$ cat src/tcr_pkg.sv
// Constants, field layout and carrier types of the tuner chip configuration register.
// Assumes one system clock and a host that loads whole 32-bit words by destination address.
// How it works
// - Bit 0 sets threshold comparator output sense
// - Bit 1 forces gain loop to unity
// - Bit 2 sets gain loop error sign
// - Bits 7, 8 gate carrier/resampler offsets
// - Bits 9, 10 enable oscillator accumulator feedback
// - Bits 12-11 pick five sample phase bits
// - Bit 13 continuous or valid-gated phase update
// - Bit 14 holds accumulators zero until cleared
// - Clear reaches six accumulators and counters
package tcr_pkg;

   // ----------------------------------------------------------------
   // Address map and field positions
   // ----------------------------------------------------------------
   localparam logic [3:0] TCR_ADDR_CHIP_CFG = 4'h6; // Destination address
   localparam int TCR_BIT_CMP_SENSE = 0;
   localparam int TCR_BIT_GAIN_OFF = 1;
   localparam int TCR_BIT_ERR_SENSE = 2;
   localparam int TCR_LSB_CAR_WIDTH = 3;
   localparam int TCR_LSB_RES_WIDTH = 5;
   localparam int TCR_BIT_CAR_OFS_EN = 7;
   localparam int TCR_BIT_RES_OFS_EN = 8;
   localparam int TCR_BIT_CAR_RUN = 9;
   localparam int TCR_BIT_RES_RUN = 10;
   localparam int TCR_LSB_PHASE_SEL = 11;
   localparam int TCR_BIT_PHASE_CONT = 13;
   localparam int TCR_BIT_CLEAR = 14;
   localparam logic [31:0] TCR_WRITE_MASK = 32'h0000_7fff; // Reserved bits dropped
   localparam logic [31:0] TCR_RESET_VALUE = 32'h0000_0000;
   localparam int TCR_NUM_CLEARS = 6;
   localparam int TCR_PHASE_W = 5;
   localparam int TCR_PHASE_MSBS = 8;

   // ----------------------------------------------------------------
   // Types
   // ----------------------------------------------------------------
   // Decoded control fields of the configuration word
   typedef struct packed {
      logic cmpSense;
      logic gainLoopOff;
      logic errSense;
      logic [1:0] carWidth;
      logic [1:0] resWidth;
      logic carOfsEn;
      logic resOfsEn;
      logic carrierOscAccumRun;
      logic resampOscAccumRun;
      logic [1:0] phaseSel;
      logic phaseCont;
      logic clearAll;
   } tcr_ctrl_t;

   // One clear line for each covered accumulator or counter
   typedef struct packed {
      logic carrierOsc;
      logic cicFilter;
      logic gainLoopFilter;
      logic serialShiftCount;
      logic serialClockLogic;
      logic resampCarryDiv;
   } tcr_clear_t;

   // Keep the top 8/16/24/32 bits of an offset word
   function automatic logic [31:0] tcr_width_mask(input logic [1:0] code);
      unique case (code)
         2'h0: tcr_width_mask = 32'hff00_0000;
         2'h1: tcr_width_mask = 32'hffff_0000;
         2'h2: tcr_width_mask = 32'hffff_ff00;
         2'h3: tcr_width_mask = 32'hffff_ffff;
      endcase
   endfunction : tcr_width_mask

   // Split the stored word into its fields
   function automatic tcr_ctrl_t tcr_decode(input logic [31:0] w);
      tcr_ctrl_t c;
      c.cmpSense = w[TCR_BIT_CMP_SENSE];
      c.gainLoopOff = w[TCR_BIT_GAIN_OFF];
      c.errSense = w[TCR_BIT_ERR_SENSE];
      c.carWidth = w[TCR_LSB_CAR_WIDTH +: 2];
      c.resWidth = w[TCR_LSB_RES_WIDTH +: 2];
      c.carOfsEn = w[TCR_BIT_CAR_OFS_EN];
      c.resOfsEn = w[TCR_BIT_RES_OFS_EN];
      c.carrierOscAccumRun = w[TCR_BIT_CAR_RUN];
      c.resampOscAccumRun = w[TCR_BIT_RES_RUN];
      c.phaseSel = w[TCR_LSB_PHASE_SEL +: 2];
      c.phaseCont = w[TCR_BIT_PHASE_CONT];
      c.clearAll = w[TCR_BIT_CLEAR];
      return c;
   endfunction : tcr_decode

endpackage : tcr_pkg

$ cat src/tcr_phase_sel.sv
// Sample phase output selector and its strobe.
// Assumes phase bits and strobe come from the resampler in the same clock domain.
`timescale 1ns/1ps
module tcr_phase_sel
   import tcr_pkg::*;
(
   input wire logic clk,
   input wire logic rst_n,
   input wire logic ce,
   input wire logic [1:0] phaseSel,
   input wire logic phaseCont,
   input wire logic [TCR_PHASE_MSBS-1:0] phaseMsbs,
   input wire logic strobeIn,
   input wire logic outputValidStrobe,
   output logic [TCR_PHASE_W-1:0] samplePhaseOut,
   output logic samplePhaseStrobe
);

   // ----------------------------------------------------------------
   // Selection and update
   // ----------------------------------------------------------------
   logic [TCR_PHASE_MSBS-1:0] shifted; // Window moved down by the select code
   logic updateNow; // Outputs may change this cycle

   assign shifted = phaseMsbs >> phaseSel;
   assign updateNow = phaseCont | outputValidStrobe;

   // Outputs hold between updates so a slow reader sees a stable phase
   always_ff @(posedge clk or negedge rst_n) begin
      if (!rst_n) begin
         samplePhaseOut <= '0;
         samplePhaseStrobe <= 1'b0;
      end else if (ce && updateNow) begin
         samplePhaseOut <= shifted[TCR_PHASE_W-1:0];
         samplePhaseStrobe <= strobeIn;
      end
   end

endmodule : tcr_phase_sel

$ cat src/tcr_config_reg.sv
// Chip configuration register of the tuner and the control it hands the datapaths.
// Assumes the host presents a complete 32-bit word with a one-cycle write strobe.
`timescale 1ns/1ps
module tcr_config_reg
   import tcr_pkg::*;
(
   input wire logic clk,
   input wire logic rst_n,
   input wire logic ce,
   input wire logic cfgWrite,
   input wire logic [3:0] cfgAddr,
   input wire logic [31:0] cfgWrData,
   input wire logic inputAboveThresh,
   input wire logic outputAboveThresh,
   input wire logic [31:0] carrierOffsetWord,
   input wire logic [31:0] resampOffsetWord,
   input wire logic [TCR_PHASE_MSBS-1:0] resampPhaseMsbs,
   input wire logic resampCarry,
   input wire logic outputValidStrobe,
   output logic [31:0] cfgRdData,
   output logic threshold_compare_out,
   output logic gain_loop_off,
   output logic gainErrPositive,
   output logic [31:0] carrierOffsetUsed,
   output logic [31:0] resampOffsetUsed,
   output logic carrier_osc_accum_run,
   output logic resamp_osc_accum_run,
   output tcr_clear_t accumClear,
   output logic [TCR_PHASE_W-1:0] sample_phase_out,
   output logic sample_phase_strobe
);

   // ----------------------------------------------------------------
   // Register storage
   // ----------------------------------------------------------------
   logic [31:0] chip_configuration_reg; // Stored word, reserved bits zero
   logic [31:0] chip_configuration_next; // Value after a write
   tcr_ctrl_t ctrl; // Decoded fields
   logic hitWrite; // Write aimed at this register

   assign hitWrite = cfgWrite && (cfgAddr == TCR_ADDR_CHIP_CFG);
   assign chip_configuration_next = cfgWrData & TCR_WRITE_MASK;
   assign ctrl = tcr_decode(chip_configuration_reg);

   // Host write; other addresses belong to other registers and are ignored
   always_ff @(posedge clk or negedge rst_n) begin
      if (!rst_n) begin
         chip_configuration_reg <= TCR_RESET_VALUE;
      end else if (ce && hitWrite) begin
         chip_configuration_reg <= chip_configuration_next;
      end
   end

   // Readback copy; a flop so the output never glitches on decode
   always_ff @(posedge clk or negedge rst_n) begin
      if (!rst_n) begin
         cfgRdData <= TCR_RESET_VALUE;
      end else if (ce) begin
         cfgRdData <= chip_configuration_reg;
      end
   end

   // ----------------------------------------------------------------
   // Level detector and gain loop controls
   // ----------------------------------------------------------------
   // Comparator sense and gain error sign are plain XNOR inversions
   always_ff @(posedge clk or negedge rst_n) begin
      if (!rst_n) begin
         threshold_compare_out <= 1'b0;
         gain_loop_off <= 1'b0;
         gainErrPositive <= 1'b0;
      end else if (ce) begin
         // Sense 1: high above threshold; sense 0: high at or below
         threshold_compare_out <= ~(inputAboveThresh ^ ctrl.cmpSense);
         // Gain loop consumer holds gain at exactly unity while set
         gain_loop_off <= ctrl.gainLoopOff;
         // Error +1 encoded as 1, -1 as 0
         gainErrPositive <= ~(outputAboveThresh ^ ctrl.errSense);
      end
   end

   // ----------------------------------------------------------------
   // Offset frequency words
   // ----------------------------------------------------------------
   // Width trims low bits, enable zeroes the word; both applied here
   always_ff @(posedge clk or negedge rst_n) begin
      if (!rst_n) begin
         carrierOffsetUsed <= '0;
         resampOffsetUsed <= '0;
      end else if (ce) begin
         // Gated offset: zero when disabled
         if (ctrl.carOfsEn) begin
            carrierOffsetUsed <= carrierOffsetWord & tcr_width_mask(ctrl.carWidth);
         end else begin
            carrierOffsetUsed <= '0;
         end
         if (ctrl.resOfsEn) begin
            resampOffsetUsed <= resampOffsetWord & tcr_width_mask(ctrl.resWidth);
         end else begin
            resampOffsetUsed <= '0;
         end
      end
   end

   // ----------------------------------------------------------------
   // Oscillator accumulators and clear
   // ----------------------------------------------------------------
   // Clear is a level: it lasts exactly as long as the stored bit
   always_ff @(posedge clk or negedge rst_n) begin
      if (!rst_n) begin
         carrier_osc_accum_run <= 1'b0;
         resamp_osc_accum_run <= 1'b0;
         accumClear <= '0;
      end else if (ce) begin
         carrier_osc_accum_run <= ctrl.carrierOscAccumRun;
         resamp_osc_accum_run <= ctrl.resampOscAccumRun;
         accumClear <= {TCR_NUM_CLEARS{ctrl.clearAll}};
      end
   end

   // ----------------------------------------------------------------
   // Sample phase outputs
   // ----------------------------------------------------------------
   tcr_phase_sel uPhase (
      .clk(clk),
      .rst_n(rst_n),
      .ce(ce),
      .phaseSel(ctrl.phaseSel),
      .phaseCont(ctrl.phaseCont),
      .phaseMsbs(resampPhaseMsbs),
      .strobeIn(resampCarry),
      .outputValidStrobe(outputValidStrobe),
      .samplePhaseOut(sample_phase_out),
      .samplePhaseStrobe(sample_phase_strobe)
   );
endmodule : tcr_config_reg

$ cat config.mk
export PLATFORM = sky130hd
export DESIGN_NAME = tcr_config_reg
export DESIGN_NICKNAME = d
export VERILOG_FILES = /design/src/tcr_pkg.sv /design/src/tcr_phase_sel.sv /design/src/tcr_config_reg.sv
export SDC_FILE = /design/constraint.sdc
export NUM_CORES = 1
export LEC_CHECK = 0
export BUFFER_PORTS_ARGS = -buffer_cell sky130_fd_sc_hd__buf_2
export CORE_MARGIN = 2
export CORE_UTILIZATION = 45
export CTS_CLUSTER_DIAMETER = 150
export DETAILED_ROUTE_END_ITERATION = 6
export MAX_ROUTING_LAYER = met4
export PLACE_DENSITY = 0.81
export SLEW_MARGIN = 20
export SYNTH_ARGS = -nofsm -noshare
export SYNTH_HDL_FRONTEND = slang
export SYNTH_SLANG_ARGS = --single-unit
$ cat constraint.sdc
create_clock -name clk -period 2.78 [get_ports clk]
set_input_delay 0.695 -clock clk [delete_from_list [all_inputs] [get_ports clk]]
set_output_delay 0.695 -clock clk [all_outputs]
set_load 0.01 [all_outputs]
# ---- Word-level counts from Yosys, hierarchy flattened
# Cells that the tools add are included.
# Widths: inputs -> output; s select.
dict set report word_totals {
  regBits 106
  out_inout_bits 113
  word_cells 40
}
dict set report classes {
  n_eq_ne 7
  shift 1
  muxes 8
  n_bitwise 7
  reduce_logical 5
}
# operator count
set ops {}
lappend ops {{$pmux 32 s4} 2}
lappend ops {{$mux 32} 6}
lappend ops {{$and 32x32->32} 2}
lappend ops {{$eq 2x2->1 const B} 4}
lappend ops {{$shr 8x2->5} 1}
lappend ops {{$eq 2x1->1 const B} 2}
lappend ops {{$eq 4x3->1 const B} 1}
lappend ops {{$logic_not 2->1} 2}
lappend ops {{$logic_and 1x1->1} 3}
lappend ops {{$not 1->1} 2}
lappend ops {{$xor 1x1->1} 2}
lappend ops {{$or 1x1->1} 1}

# ---- Depth between registers and ports, before layout
dict set report logic_depth {
  ltp_word 6
  ltp_mapped 4
  ltp_nobuf 3
}

# ---- By module
# A second synthesis with hierarchy kept.
dict set report unflattened {
  hier_cells 306
  area_unflattened_um2 4171.5
}
# module n_inst cells_each area_each_um2 seq_area_each_um2
set by_module_without_submodules {}
lappend by_module_without_submodules {tcr_config_reg 1 287 3814.9 2402.3}
lappend by_module_without_submodules {tcr_phase_sel 1 19 356.6 150.1}

# ---- Worst setup path before layout
# No wires, ideal clock.
dict set report synth_timing {
  path_kind {input-to-reg}
  start {input port cfgAddr[3]}
  end {register chip_configuration_reg[0]}
  setup_ns 0.125
  arrival_time_ns 1.733
  required_time_ns 2.655
  path_slack_ns 0.922
  stages 4
  path_buffers 1
  cell_sequence {nand4b_1 > nor3b_4 > buf_8 > mux2_4}
}
dict set report synth_between {
  elab_chain_len 3
}
# element line_no
set synth_rtl {}
lappend synth_rtl {{start, declared} tcr_config_reg.sv:11} ;# input wire logic [3:0] cfgAddr,
lappend synth_rtl {{$eq 4x3->1} tcr_config_reg.sv:41} ;# assign hitWrite = cfgWrite && (cfgAddr == TCR_ADDR_CHIP_CFG);
lappend synth_rtl {{$logic_and 1x1->1} tcr_config_reg.sv:41}
lappend synth_rtl {{$logic_and 1x1->1} tcr_config_reg.sv:49} ;# end else if (ce && hitWrite) begin
lappend synth_rtl {{end signal, assigned} tcr_config_reg.sv:50} ;# chip_configuration_reg <= chip_configuration_next;
lappend synth_rtl {{end, declared} tcr_config_reg.sv:36} ;# logic [31:0] chip_configuration_reg;
# No other way between the ends.
# A chain may end at the register's enable or synchronous reset.

==> results.md <==
| Stage | Quantity | Value |
|:---|:---|:---|
| timing | Final clock period utilization by the worst path | 62.7% |
| route | Vias | 3130 |
| cts | Clock input transition at the sequential cells of the worst setup and hold paths | 100 ps |
| cts | Maximum buffer depth of the clock tree | 2 |
| worst setup path | Data arrival at the endpoint of the critical path | 2020 ps |
| global route | Number of global-route vias before repair | 3075 |
| timing | Final TNS setup | 0 ps |
| cts | Gates resized, CTS repair | 0 |
| cts | CTS sink cnt | 102 |
| floorplan | Area enclosed by the die boundary | 0.0100 mm^2 |
| worst setup path | Capturing element type of the critical path | register |
| timing | Number of endpoints with negative hold slack in the final report | 0 |
| placed design | Final HPWL DP | 6980 um |
| placed design | Placed insts | 612 |
| power | Overall power consumption | 3.56 mW |
| finish | Layout overhead on the synthesized area | 28.5% |
| cts | Source-to-sink clock delay at the later pin of the worst-skew pair | 350 ps |
| placed design | RePlAce Congestion | 0.741 |
| finish | Final Instance Count excl. Fillers | 627 |
| worst setup path | Worst path required time | 3060 ps |
| synthesis | Post-synthesis register bit count | 102 |
| status | Status | finished, final reports clean |
| worst setup path | Crit path launch | ce |
| placed design | Number of buffers inserted by port buffering | 194 |
| timing | Unrepaired setup endpoints after global routing | no |
| route | Number of design-rule violations left by the first detailed-router iteration | 94 |
| route | 1st-pass router iterations | 4 |
| synthesis | Yosys synthesis warning count | 0 |
| worst setup path | Largest fanout on the critical path | 30 |
| power | Leakage | 2.92 nW |
| floorplan | Die extent in y | 100 um |
| worst setup path | Cells traversed along the worst timing path | buf_2, buf_4, nand2_1, nor2_1, a22o_1 |
| timing | Max Clk Rate | 574 MHz |
| synthesis | Post-synthesis area per instance | 12.7 um^2 |
| timing | Final count of pins violating max slew | 0 |
| finish | Fraction of final layout cells with drive strength greater than 1 | 47.9% |
| cts | Post-CTS setup buffer count | 0 |
| synthesis | Gate Count Post-Synth | 327 |
| worst setup path | Worst setup SP type | primary input |
| power | Maximum vdd ir drop | 0.000329 V |
| min path | Hold/Removal Path Class | in2async |
| power | Power density over the cells | 664 mW/mm^2 |
| timing | Actual slew at the worst max-slew pin | 567 ps |
| global route | First-pass GRT wire length | 14900 um |
| worst setup path | Buffers & Inverters on Critical Path | 2 |
| route | Detailed-route wire length | 9380 um |
| synthesis | Sequential-to-total area share from yosys stat | 61.2% |
| timing | Max-slew headroom | 62.2% |
| finish | Leading cell type in the layout, fill and taps excluded | buf_2 |
| timing | Endpoints failing setup | 0 |
| route | Post-detailed-route count of antenna-violating nets | 0 |
| worst setup path | Max incr delay on CP | 490 ps |
| global route | GRT Resource Usage Total | 19.4% |
| worst setup path | Dominant delay contributor by cell family on the critical path | simple AND/OR/NAND/NOR gates |
| global route | Global route total overflow | 0 |
| timing | Final worst path period need | 1740 ps |
| floorplan | Number of top-level pins | 229 |
| global route | Pin count of the biggest net entering global routing | 51 |
| cts | Hold-fix buffers at CTS | 0 |
| route | WL per Instance | 15.0 um |
| finish | Commonest non-fill, non-tap cells in the layout | 193 x buf_2, 102 x dfrtp_1, 32 x a22o_1 |
| synthesis | Unique cell type count in the Yosys netlist | 25 |
| worst setup path | Worst R2R Start | chip_configuration_reg[7]$_DFFE_PN0P_ |
| worst setup path | Kind of critical path | in2reg |
| floorplan | Overall die width | 100 um |
| cts | Clock tree from TritonCTS | yes |
| cts | Count of H-tree levels built during CTS | 3 |
| global route | Initial antenna violation count | 0 |
| route | Via-to-Cell Ratio | 4.99 |
| finish | Number of nets at the end of the flow | 628 |
| cts | Number of buffers inserted during clock tree synthesis | 9 |
| finish | Number of inserted diodes | 0 |
| cts | Clock root buffer | clkbuf_8 |
| worst setup path | Slowest cell on the critical path | nor2_1 |
| synthesis | Synthesized area | 0.00417 mm^2 |
| floorplan | Std-Cell Rows | 35 |
| route | DRC violation count after routing | 0 |
| floorplan | Placeable core area | 0.00911 mm^2 |
| timing | Maximum clock skew at final layout | 14.1 ps |
| floorplan | Initial Utilization | 45.8% |
| job | Max-capacitance violation count | 0 |
==> path summary, 6_finish.rpt <==
kind / slack [ps] / to / cells after the start
min in group clk: 490 / resampOffsetUsed[31]$_DFFE_PN0P_ / 1
min: 320 / resampOffsetUsed[6]$_DFFE_PN0P_ / 1
max in group asynchronous: 1800 / chip_configuration_reg[2]$_DFFE_PN0P_ / 2
max: 1040 / carrierOffsetUsed[18]$_DFFE_PN0P_ / 5
max reg2reg: 1240 / carrierOffsetUsed[18]$_DFFE_PN0P_ / 3
min reg2reg: 490 / resampOffsetUsed[31]$_DFFE_PN0P_ / 1
==> cell type report <==
type                            instances  area [um^2]
Clock buffer                           11          151
Timing Repair Buffer                  200         1030
Clock inverter                          4         77.6
Multi-Input combinational cell        180         1330
Tap cell                              111          139
Fill cell                             785         3750
Inverter                               19         71.3
Sequential cell                       102         2550
==> logic make-up after synthesis <==
group	count (synthesis)	synth area share (%)
AO/OA/AOI/OAI	73	13.8
XOR/XNOR	2	0.420
buffers and inverters	61	8.20
flip-flops	102	61.2
multiplexers	37	10.7
other	1	0.0900
AND/OR/NAND/NOR	51	5.55
==> through the flow <==
stage | util (%) | hold WS, ps | cell area [um^2] | setup slack [ps]
floorplan | - | 399 | 4230 | 922
global placement | 56.3 | 467 | 5130 | 702
detailed placement | 56.3 | 473 | 5130 | 666
CTS | 58.8 | 330 | 5360 | 1060
global route | 58.8 | 353 | 5360 | 914
finish | 58.8 | 320 | 5360 | 1040
==> synth_stat cells <==
| library cell | instances | area, um^2 |
|---|---|---|
| o21ai_1 | 1 | 5.00 |
| clkbuf_1 | 9 | 33.8 |
| xnor2_1 | 2 | 17.5 |
| mux2_2 | 21 | 236 |
| buf_4 | 26 | 195 |
| o21ai_0 | 16 | 80.1 |
| conb_1 | 1 | 3.75 |
| buf_8 | 1 | 15.0 |
| nand3_1 | 14 | 70.1 |
| a22o_1 | 32 | 280 |
| nor2_1 | 7 | 26.3 |
| or3_1 | 1 | 6.26 |
| dfrtp_1 | 102 | 2550 |
| buf_2 | 3 | 15.0 |
| nand2_1 | 27 | 101 |
| clkinv_1 | 1 | 3.75 |
| mux2_4 | 10 | 150 |
| o221ai_1 | 5 | 43.8 |
| o2bb2ai_1 | 18 | 158 |
| nand4b_1 | 1 | 8.76 |
| mux2i_1 | 6 | 60.1 |
| inv_1 | 18 | 67.6 |
| o211ai_1 | 1 | 7.51 |
| buf_1 | 3 | 11.3 |
| nor3b_4 | 1 | 18.8 |
==> layer usage <==
layer / part of all wire [%] / GRT usage (%) / vias up
met5: 0 / - / -
met4: 0.41 / 6.85 / 0
met3: 4.6 / 3.97 / 4
met2: 51 / 31.1 / 111
met1: 43 / 24.7 / 1536
li1: - / - / 1479
==> report_power, final <==
part	leakage, nW	internal [mW]	switching [mW]	total (mW)
Sequential	1.36	1.67	0.141	1.81
Clock	0.116	0.559	0.490	1.05
Combinational	1.45	0.343	0.349	0.692
(Power assumes the default switching activity.)
